**src/cap2_pm_pkg.sv**
```systemverilog
// Package with offsets, field layouts and reset values of the capability-two and PM header block.
package cap2_pm_pkg;

	// ------------------------------------------------------------
	// Register offsets (printed offsets are kept as indices)
	// ------------------------------------------------------------
	localparam logic [11:0] device_caps_two_idx        = 12'h064;
	localparam logic [11:0] device_control_two_idx     = 12'h068;
	localparam logic [11:0] device_status_two_idx      = 12'h06a;
	localparam logic [11:0] link_caps_two_idx          = 12'h06c;
	localparam logic [11:0] link_control_two_idx       = 12'h070;
	localparam logic [11:0] link_status_two_idx        = 12'h072;
	localparam logic [11:0] slot_caps_two_idx          = 12'h074;
	localparam logic [11:0] slot_control_two_idx       = 12'h078;
	localparam logic [11:0] slot_status_two_idx        = 12'h07a;
	localparam logic [11:0] power_mgmt_caps_header_idx = 12'h0c0;
	localparam logic [11:0] lock_control_idx           = 12'h0c8;

	// ------------------------------------------------------------
	// Field positions
	// ------------------------------------------------------------
	localparam int target_speed_lsb           = 0;
	localparam int target_speed_msb           = 3;
	localparam int compliance_entry_pos       = 4;
	localparam int speed_change_disable_pos   = 5;
	localparam int capability_identifier_lsb  = 0;
	localparam int next_pointer_lsb           = 8;
	localparam int pm_version_lsb             = 16;
	localparam int pm_event_clock_pos         = 19;

	// ------------------------------------------------------------
	// Codes and reset values
	// ------------------------------------------------------------
	localparam logic [3:0] speed_code_2g5        = 4'h1;
	localparam logic [3:0] speed_code_5g0        = 4'h2;
	localparam logic [3:0] target_speed_reset    = 4'h0;
	localparam logic       compliance_reset      = 1'h0;
	localparam logic       speed_disable_reset   = 1'h0;
	localparam logic [7:0] capability_identifier = 8'h01;
	localparam logic [7:0] next_ptr_upstream     = 8'h00;
	localparam logic [7:0] next_ptr_downstream   = 8'hd0;
	localparam logic [2:0] pm_version            = 3'h3;
	localparam logic       pm_event_clock        = 1'h0;

	// Link control two writable content.
	typedef struct packed {
		logic       speed_change_disable_bit;
		logic       compliance_entry_bit;
		logic [3:0] target_speed_field;
	} link_ctl_t;

	// Outputs toward the link training logic.
	typedef struct packed {
		logic [3:0] advertise_speed_cap;
		logic [3:0] compliance_speed;
		logic       force_compliance;
		logic       autonomous_up_allowed;
		logic       autonomous_down_allowed;
	} train_ctl_t;

endpackage : cap2_pm_pkg

```
**src/cap2_pm_regs.sv**
```systemverilog
// Register bank for capability-two words and the power management capability header.
//
// Local design decision: strobed register access.
`timescale 1ns/100ps
`default_nettype none

// ------------------------------------------------------------
// Register bank
// ------------------------------------------------------------
// Overview of operation
// - Target speed code 1 is 2.5 Gbps, 2 is 5 Gbps; others reserved.
// - Downstream port caps advertised training speed by the target speed field.
// - Target speed field selects compliance speed on both port kinds.
// - Sticky compliance bit plus hot reset forces compliance at target speed.
// - In 1.1 mode speed, compliance and disable bits read zero, ignore writes.
// - Speed-change disable allows only speed reduction for unreliable links.
// - Capability identifier reads 0x1 and is read-only.
// - Upstream port next pointer defaults to 0x0, ending the list.
// - Downstream port next pointer defaults to 0xD0.
// - PM version field reads 0x3 and is read-only.
// - PM event clock flag reads zero and is read-only.
module cap2_pm_regs #(
	parameter bit downstream_port = 1'b1
) (
	// Clock and reset
	input  wire logic                       clk,
	input  wire logic                       rst_n,
	// Sticky reset: of the two resets only this one clears the compliance bit
	input  wire logic                       sticky_rst_n,
	// Register port
	input  wire logic [11:0]                addr,
	input  wire logic [31:0]                wdata,
	input  wire logic                       wr,
	input  wire logic                       rd,
	output var  logic [31:0]                rdata,
	// Mode and link status
	input  wire logic                       legacy_mode,
	input  wire logic                       lock_write_enable,
	input  wire logic                       hot_reset,
	input  wire logic                       link_unreliable,
	// Training controls
	output var  cap2_pm_pkg::train_ctl_t    train_ctl
);

	typedef struct packed {
		cap2_pm_pkg::link_ctl_t  lctl;
		logic [7:0]              next_ptr;
		logic [31:0]             rdata;
		cap2_pm_pkg::train_ctl_t train;
	} state_t;

	state_t state_r;
	state_t state_nxt;

	function automatic logic [31:0] read_mux(input logic [11:0] a, input state_t s);
		logic [31:0] v;
		v = 32'h0000_0000;
		// Reserved words simply fall through to zero.
		case (a)
			cap2_pm_pkg::link_control_two_idx:
				v = {26'h0, s.lctl};
			cap2_pm_pkg::power_mgmt_caps_header_idx:
			begin
				v[cap2_pm_pkg::capability_identifier_lsb +: 8] =
					cap2_pm_pkg::capability_identifier;
				v[cap2_pm_pkg::next_pointer_lsb +: 8] = s.next_ptr;
				v[cap2_pm_pkg::pm_version_lsb +: 3]   = cap2_pm_pkg::pm_version;
				v[cap2_pm_pkg::pm_event_clock_pos]    = cap2_pm_pkg::pm_event_clock;
			end
			default:
				v = 32'h0000_0000;
		endcase
		return v;
	endfunction : read_mux

	localparam logic [7:0] next_ptr_default = downstream_port ?
		cap2_pm_pkg::next_ptr_downstream : cap2_pm_pkg::next_ptr_upstream;

	always_comb
	begin
		state_nxt = state_r;
		state_nxt.rdata = rd ? read_mux(addr, state_r) : 32'h0000_0000;
		if (wr && addr == cap2_pm_pkg::link_control_two_idx && !legacy_mode)
		begin
			// No check on the code: unsupported values are software's fault.
			state_nxt.lctl.target_speed_field =
				wdata[cap2_pm_pkg::target_speed_msb:cap2_pm_pkg::target_speed_lsb];
			state_nxt.lctl.compliance_entry_bit =
				wdata[cap2_pm_pkg::compliance_entry_pos];
			state_nxt.lctl.speed_change_disable_bit =
				wdata[cap2_pm_pkg::speed_change_disable_pos];
		end
		if (wr && addr == cap2_pm_pkg::power_mgmt_caps_header_idx && lock_write_enable)
			state_nxt.next_ptr = wdata[cap2_pm_pkg::next_pointer_lsb +: 8];
		if (legacy_mode)
			state_nxt.lctl = '0;
		// The cap only matters downstream; upstream advertises freely.
		state_nxt.train.advertise_speed_cap = downstream_port ?
			state_nxt.lctl.target_speed_field : cap2_pm_pkg::speed_code_5g0;
		state_nxt.train.compliance_speed = state_nxt.lctl.target_speed_field;
		state_nxt.train.force_compliance =
			hot_reset && state_nxt.lctl.compliance_entry_bit;
		state_nxt.train.autonomous_up_allowed = !state_nxt.lctl.speed_change_disable_bit;
		state_nxt.train.autonomous_down_allowed =
			!state_nxt.lctl.speed_change_disable_bit || link_unreliable;
	end

	always_ff @(posedge clk)
	begin
		if (!rst_n)
		begin
			state_r.lctl.target_speed_field       <= cap2_pm_pkg::target_speed_reset;
			state_r.lctl.speed_change_disable_bit <= cap2_pm_pkg::speed_disable_reset;
			state_r.next_ptr                      <= next_ptr_default;
			state_r.rdata                         <= 32'h0000_0000;
			state_r.train                         <= '0;
		end
		else
		begin
			state_r.lctl.target_speed_field       <= state_nxt.lctl.target_speed_field;
			state_r.lctl.speed_change_disable_bit <= state_nxt.lctl.speed_change_disable_bit;
			state_r.next_ptr                      <= state_nxt.next_ptr;
			state_r.rdata                         <= state_nxt.rdata;
			state_r.train                         <= state_nxt.train;
		end
		// The compliance bit survives an ordinary reset.
		if (!sticky_rst_n)
			state_r.lctl.compliance_entry_bit <= cap2_pm_pkg::compliance_reset;
		else
			state_r.lctl.compliance_entry_bit <= state_nxt.lctl.compliance_entry_bit;
	end

	assign rdata     = state_r.rdata;
	assign train_ctl = state_r.train;

endmodule : cap2_pm_regs
`default_nettype wire

```
**config.mk**
```make
export PLATFORM = sky130hd
export DESIGN_NAME = cap2_pm_regs
export DESIGN_NICKNAME = d
export VERILOG_FILES = /design/src/cap2_pm_pkg.sv /design/src/cap2_pm_regs.sv
export SDC_FILE = /design/constraint.sdc
export NUM_CORES = 1
export LEC_CHECK = 0
export BUFFER_PORTS_ARGS = -buffer_cell sky130_fd_sc_hd__buf_2
export CELL_PAD_IN_SITES_DETAIL_PLACEMENT = 0
export CELL_PAD_IN_SITES_GLOBAL_PLACEMENT = 1
export CORE_ASPECT_RATIO = 0.75
export CORE_MARGIN = 2
export CORE_UTILIZATION = 31
export DETAILED_ROUTE_END_ITERATION = 16
export HOLD_SLACK_MARGIN = 0.02
export PLACE_DENSITY = 0.86
export SLEW_MARGIN = 30
export SYNTH_ARGS = -nofsm -noshare
export SYNTH_HDL_FRONTEND = slang
export SYNTH_SLANG_ARGS = --single-unit
```
**constraint.sdc**
```tcl
create_clock -name clk -period 4 [get_ports clk]
set_input_delay 0.8 -clock clk [delete_from_list [all_inputs] [get_ports clk]]
set_output_delay 0.8 -clock clk [all_outputs]
set_load 0.01 [all_outputs]
```
Word level (Yosys, flattened, before mapping)
Cells that the tools add are included.
{ "totals": {"reg_bits": 49, "input_bits": 53, "out_inout_bits": 43, "wordCells": 25} }
{ "op_classes": {"n_eq_ne": 2, "mux": 3, "bitwise_logic": 1, "n_reduce_logical": 10} }
{ "op_table": {"columns": ["op", "count"], "rows": [
  ["$pmux 18 s2", 1],
  ["$eq 12x7->1 const B", 1],
  ["$eq 12x8->1 const B", 1],
  ["$mux 6", 2],
  ["$logic_and 1x1->1", 5],
  ["$logic_not 1->1", 2],
  ["$reduce_and 2->1", 1],
  ["$reduce_or 2->1", 1],
  ["$logic_or 1x1->1", 1],
  ["$not 1->1", 1]
]} }

Longest topological paths before layout
Gate-level depths: netlist of run 1.
{ "logic_depth": {"ltp_word": 7, "depth_mapped": 5, "mapped_depth_nobuf": 4} }

Least setup slack after synthesis of run 1
OpenSTA, ideal clock, no wires.
{ "synth_path": {"path_kind": "input-to-reg", "start": "input port addr[3]", "end": "register state_r (netlist bit train_ctl[0])", "setup_time_ns": 0.120, "t_arrival_ns": 1.934, "required_time_ns": 3.880, "setup_slack_ns": 1.946, "path_stages": 5, "n_path_buf": 1, "cell_sequence": "or3b_4 and4b_1 buf_6 mux2i_1 o31a_1"} }
{ "synth_via": {"elab_chain_len": 7} }
{ "synth_lines": {"columns": ["item", "line_no", "text"], "rows": [
  ["start: declaration", "cap2_pm_regs.sv:31", "input wire logic [11:0] addr,"],
  ["$eq 12x7->1", "cap2_pm_regs.sv:83", "if (wr && addr == cap2_pm_pkg::link_control_two_idx && !legacy_mode)"],
  ["$logic_and 1x1->1 (2 in series)", "cap2_pm_regs.sv:83", null],
  ["$mux 6", "cap2_pm_regs.sv:83", null],
  ["$mux 6", "cap2_pm_regs.sv:95", "if (legacy_mode)"],
  ["$logic_not 1->1", "cap2_pm_regs.sv:105", "!state_nxt.lctl.speed_change_disable_bit || link_unreliable;"],
  ["$logic_or 1x1->1", "cap2_pm_regs.sv:105", null],
  ["end: declaration", "cap2_pm_regs.sv:52", "state_t state_r;"]
]} }
No other way between the ends. The select of a mux whose other input is x is not followed.
A chain may end at the register's enable or synchronous reset.

Worst setup path after layout of run 1
{ "layout_path": {"start": "input port addr[9]", "end": "register rdata[1] (netlist name)"} }
{ "layout_via": {"elab_chain_len": 2, "elab_cells_between_ends": 3, "classes_between": "eq/ne: 2; mux: 1"} }
{ "layout_lines": {"columns": ["item", "line_no", "text"], "rows": [
  ["$eq 12x8->1 / $eq 12x7->1 (equally long branches)", "cap2_pm_regs.sv:59", "case (a)"],
  ["$pmux 18 s2 (*)", "cap2_pm_regs.sv:59", null]
]} }
Mark *: on every way between the ends. The rest lies on a longest branch, timed or not.

==> results.txt, run 1 <==
die height: 63.6 µm
CTS tree: built
Fin Clk Skew: 6.39 ps
CP Cell Sequence: buf_2 > nor4_1 > nand4_1 > nor4_2 > and2_1
setup slack, reg-to-reg: 3230 ps
pwr/cell area: 397 nW/µm²
setup TNS: 0 ps
antenna-violating nets left: 0
nets@finish: 238
Final Max Tran Viols: 0
Vias/cell: 3.96
worst hold slack: 449 ps
Ys Warns: 0
Worst Hold Class: flop to flop
slowest stage delay, CP: 590 ps
IO Port Bufs: 61
fin crit share: 54.9%
Resize count post-CTS: 0
Peak VDD IR: 0.000142 V
required time of the critical path: 4220 ps
Setup WS post-layout: 1800 ps
Mapped Avg Cell Area: 9.86 µm²
initial core utilization: 32.5%
Worst-path clk slew: 70 ps
die footprint: 5310 µm²
routed len/inst: 10.6 µm
top cells by area, synth: dfxtp_1 (44%), buf_4 (22%), mux2i_1 (9.5%)
Slowest cell on crit path: nor4_2
post-CTS setup buffers: 0
root buffer cell: clkbuf_8
worst-path fanout max: 6
worst r2r dst: train_ctl[0]
pre-CTS setup slack: 1470 ps
reg2reg path depth: 2
finished layout cell area: 1660 µm²
crit path DAT: 2420 ps
hold buffer count at CTS: 0
pin count of the biggest net entering global routing: 22
Cell Area, Placed: 1560 µm²
# DRC: 0
cell count after synthesis: 149
sequential share of the synthesized area: 43.6%
Hold Fails Final Rpt: 0
flops & latches, synth: 32
Routed WL: 2580 µm
Final GP Congestion: 0.652
Cells after DPL: 235
initial antenna violation count: 0
worst hold path depth: 1
Final Setup Violations: 0
post-DP HPWL: 1960 µm
most frequent cells in the layout: buf_2 (61), dfxtp_1 (32), conb_1 (16), mux2i_1 (14), and2_1 (13)
Sink Count: 32
synthesized cell area: 1470 µm²
first-pass GRT wire length: 4210 µm
Sequential Area: 641 µm²
total CTS buffers: 5
area leader, netlist: dfxtp_1
hold path startpoint: state_r[56]
final std cells w/o fill: 243
element type at the critical path end: flop
Tot GR Track Use: 10.6%
worst-margin pin slew: 614 ps
commonest non-fill, non-tap cell in the layout: buf_2
classification of the worst setup path: primary input to flop
Fillers: 468
total I/O pin count: 96
max-cap violations: 0
total grt overflow: 0
post-synth top area share: 43.6%
worst r2r src: state_r[56]
worst-skew pair later-pin latency: 280 ps
area occupied by multi-input gates: 538 µm²
row count: 21
Startpoint Class: primary input
Netlist cell types: 25
Hold EP: rdata[5]
synthesis-to-layout area growth: 13.2%
vias in the first global route: 902
Pleak: 0.000787 µW
fmax: 455 MHz
share of cells above drive strength 1: 38.2%
RSZ-0062 raised after global routing: false
initial drt markers: 27
clock buffer depth: 2
Core ar.: 4520 µm²
outcome: complete, no violations
number of detailed-route iterations in the first pass: 4
slew margin rel.: 58.7%
Antenna Cells: 0
Die X-Extent: 83.5 µm
DR vias: 963
htree depth: 2
Final min period: 2200 ps
==> registers in the layout (all words and copies together), names as in the netlist <==
signal and count:
rdata 15, state_r 10, train_ctl 7
==> critical path, delay by kind of cell <==
family,cells,cell delay (ps)
buffers and inverters,1,90
and+or+nand+nor,4,1530
==> metal layers <==
| metal | track usage [%] | wire length, µm | vias to the layer above |
|---|---|---|---|
| met2 | 15.9 | 1160 | 50 |
| li1 | - | - | 491 |
| met5 | 0 | 0 | - |
| met4 | 6.05 | 16 | 0 |
| met3 | 3.80 | 228 | 3 |
| met1 | 13.1 | 1170 | 419 |
==> where the power goes <==
part	switching (µW)	internal, µW	leakage (µW)
combinational	21.4	17.5	0.000473
sequential	0.263	320	0.000258
clock	116	185	0.0000552
total	138	522	0.000787
==> cell usage after synthesis <==
| master | instances |
|---|---|
| nor2b_1 | 8 |
| nor4_1 | 1 |
| nor3_1 | 1 |
| nand2b_1 | 2 |
| nand2_1 | 12 |
| nor4bb_1 | 1 |
| o21a_1 | 1 |
| nand4_1 | 1 |
| nor2_1 | 7 |
| nor4_4 | 1 |
| clkbuf_1 | 2 |
| dfxtp_1 | 32 |
| nor4_2 | 1 |
| buf_6 | 1 |
| and4_1 | 1 |
| conb_1 | 1 |
| buf_4 | 43 |
| buf_2 | 1 |
| o31a_1 | 1 |
| and2_1 | 13 |
| a21o_1 | 1 |
| mux2i_1 | 14 |
| and4b_1 | 1 |
| nor3b_1 | 1 |
| or3b_4 | 1 |
==> how the worst max path moves through the flow <==
stage	startpoint	end	slack, ps	depth (start not counted)
finish	addr[9]	rdata[1]	1800	5
global placement	addr[9]	rdata[4]	1520	5
floorplan	addr[3]	train_ctl[0]	1950	5
global route	addr[9]	rdata[3]	1620	5
CTS	addr[9]	rdata[1]	1770	5
detailed placement	addr[9]	rdata[1]	1470	5
==> layout make-up <==
type                            instances  share of cell area (%)
Timing Repair Buffer                   61                    18.4
Tap cell                               57                    4.29
Multi-Input combinational cell         85                    32.4
Sequential cell                        32                    38.5
Clock buffer                            6                    4.36
Clock inverter                          2                    2.11
==> per-stage QoR <==
stage,utilization [%],power [µW]
after detailed placement,34.4,366
after floorplan,-,358
after global placement,34.4,366
after CTS,36.8,671
after global routing,36.8,693
final,36.8,660
==> logic make-up after synthesis <==
family	count (synthesis)	synth area share, %
DFF	32	43.6
and+or+nand+nor	52	21.4
AOI/OAI and AO/OA	3	1.62
muxes	14	9.54
other	1	0.255
buffers and inverters	47	23.6
(Power assumes the default switching activity.)
==> inputs of run 2 (changes only) <==
- CORE_UTILIZATION: 31 -> 26
- PLACE_DENSITY: 0.86 -> 0.77
- clock period: 4 -> 2 ns (I/O delays scaled with it)
==> run 2 against run 1 <==
- flip-flop and latch count did not move
- critical path depth rose by 1
- sequential power rose by 100%
- clock-buffer cell count did not move
- non-clock buffer count rose by 6
- design area rose by 3.0%
- clock skew fell by 1.9 ps
- largest power group unchanged
==> results.txt, run 2 (synthesis gave the netlist of run 1 again) <==
outcome: complete, no violations
Worst Hold Class: primary input to flop
antenna-violating nets left: 0 (unchanged)
Peak VDD IR: 0.000201 V (+42%)
IO Port Bufs: 61 (unchanged)
crit path DAT: 1770 ps (-650 ps)
Comb power frac: 6.9% (+1.0 points)
Routed WL: 2630 µm (+2.1%)
Final Setup Violations: 0 (unchanged)
most frequent cells in the layout: buf_2 (61), dfxtp_1 (32), conb_1 (16), mux2i_1 (14), and2_1 (13)
worst-path fanout max: 4 (-2)
Worst-path clk slew: 60 ps (about the same)
first-pass GRT wire length: 4400 µm (+4.4%)
CP Cell Sequence: buf_2 > or3b_4 > and4b_1 > buf_4 > mux2i_1 > nor2b_1
Vias/cell: 3.71 (-6.3%)
clock share of power: 38.4% (-7.2 points)
Seq pwr share: 54.7% (+6.2 points)
Startpoint Class: primary input
element type at the critical path end: flop
Cell Area, Placed: 1640 µm² (+5.1%)
root buffer cell: clkbuf_8
Tot GR Track Use: 8.88% (-1.7 points)
initial antenna violation count: 0 (unchanged)
Largest delay share family, worst path: simple AND/OR/NAND/NOR gates
Slowest cell on crit path: or3b_4
RSZ-0062 raised after global routing: false
htree depth: 2 (unchanged)
initial drt markers: 31 (+15%)
Die X-Extent: 90.8 µm (+8.8%)
# DRC: 0 (unchanged)
pin count of the biggest net entering global routing: 21 (-4.5%)
Psw: 258 µW (+87%)
Fin Clk Skew: 4.50 ps (-1.89 ps)
worst-skew pair later-pin latency: 270 ps (about the same)
slowest stage delay, CP: 420 ps (-170 ps)
classification of the worst setup path: primary input to flop
Final min period: 1610 ps
largest reg by FF count: rdata
setup TNS: 0 ps (unchanged)
max-cap violations: 0 (unchanged)
fin crit share: 80.4%
P_int: 912 µW (+75%)
hold buffer count at CTS: 0 (unchanged)
Resize count post-CTS: 0 (unchanged)
commonest non-fill, non-tap cell in the layout: buf_2
vias in the first global route: 916 (+1.6%)
worst hold slack: 344 ps (-105 ps)
Final GP Congestion: 0.646 (-0.95%)
synthesis-to-layout area growth: 16.6%
total grt overflow: 0 (unchanged)
clock buffer depth: 2 (unchanged)
Antenna Cells: 0 (unchanged)
share of cells above drive strength 1: 39.8% (+1.6 points)
die footprint: 6270 µm² (+18%)
DR vias: 988 (+2.6%)
die height: 69.1 µm (+8.6%)
number of flip-flops in the largest register: 15 (unchanged)
Pleak: 0.000808 µW (+2.6%)
post-DP HPWL: 2090 µm (+6.5%)
Sw Share: 22.0% (+1.1 points)
row count: 23 (+9.5%)
Sink Count: 32 (unchanged)
finished layout cell area: 1710 µm² (+3.0%)
Pwr Total: 1170 µW (+77%)
Fillers: 602 (+29%)
routed len/inst: 9.90 µm (-6.7%)
Core ar.: 5410 µm² (+20%)
total CTS buffers: 5 (unchanged)
Final Max Tran Viols: 0 (unchanged)
CTS tree: built
pwr/cell area: 683 nW/µm² (+72%)
total I/O pin count: 96 (unchanged)
CP bufs+invs: 2 (+1)
Hold Fails Final Rpt: 0 (unchanged)
required time of the critical path: 2160 ps (-2060 ps)
fmax: 622 MHz
nets@finish: 244 (+2.5%)
post-CTS setup buffers: 0 (unchanged)
initial core utilization: 27.2% (-5.4 points)
number of detailed-route iterations in the first pass: 4 (unchanged)
==> run 2: changes by cell type in the layout (fill, tap and decap cells not counted) <==
cell / change
buf_12: +1
bufinv_16: -1
buf_4: +5
==> run 2: layer usage <==
layer,vias up,part of all wire (%),GRT usage (%)
li1,502,-,-
met1,434,47,11.8
met2,47,42,12.8
met3,5,9.0,3.39
met4,0,2.1,4.04
met5,-,0,0
==> run 2: final timing paths <==
check                    from           end  slack (ps)  cells after the start
hold / removal      hot_reset  train_ctl[2]         340                      3
setup / recovery      addr[3]   state_r[55]         390                      6
hold reg to reg   state_r[55]      rdata[4]         450                      1
setup reg to reg  state_r[56]  train_ctl[0]        1210                      2
==> run 2: stage by stage <==
step                      worst slack [ps]  utilization (%)  std cells
after floorplan                        346                -        164
after global routing                   235             31.7        266
final                                  391             31.7        266
after detailed placement              85.5             30.2        259
after global placement                86.0             30.2        259
after CTS                              381             31.7        266
==> run 2: final cells by class <==
cell class                      count  area, µm²  share of cell area (%)
Tap cell                           75       93.8                    5.48
Timing Repair Buffer               67        363                    21.2
Clock inverter                      1       5.00                   0.292
Multi-Input combinational cell     85        538                    31.4
Clock buffer                        6       72.6                    4.24
Sequential cell                    32        641                    37.4
==> run 2: power by group through the flow <==
stage,registers (µW),clock network (µW),logic (µW)
2_1_floorplan,654,0,61.8
3_3_place_gp,654,0,80.3
3_5_place_dp,654,0,81.2
4_1_cts,640,471,81.3
5_1_grt,640,510,89.4
6_report,640,449,80.4
==> run 2: worst register-to-register path: cells and delay by family (launching register included) <==
family	cells	cell delay, ps
AOI/OAI and AO/OA	1	250
muxes	1	110
DFF	1	320
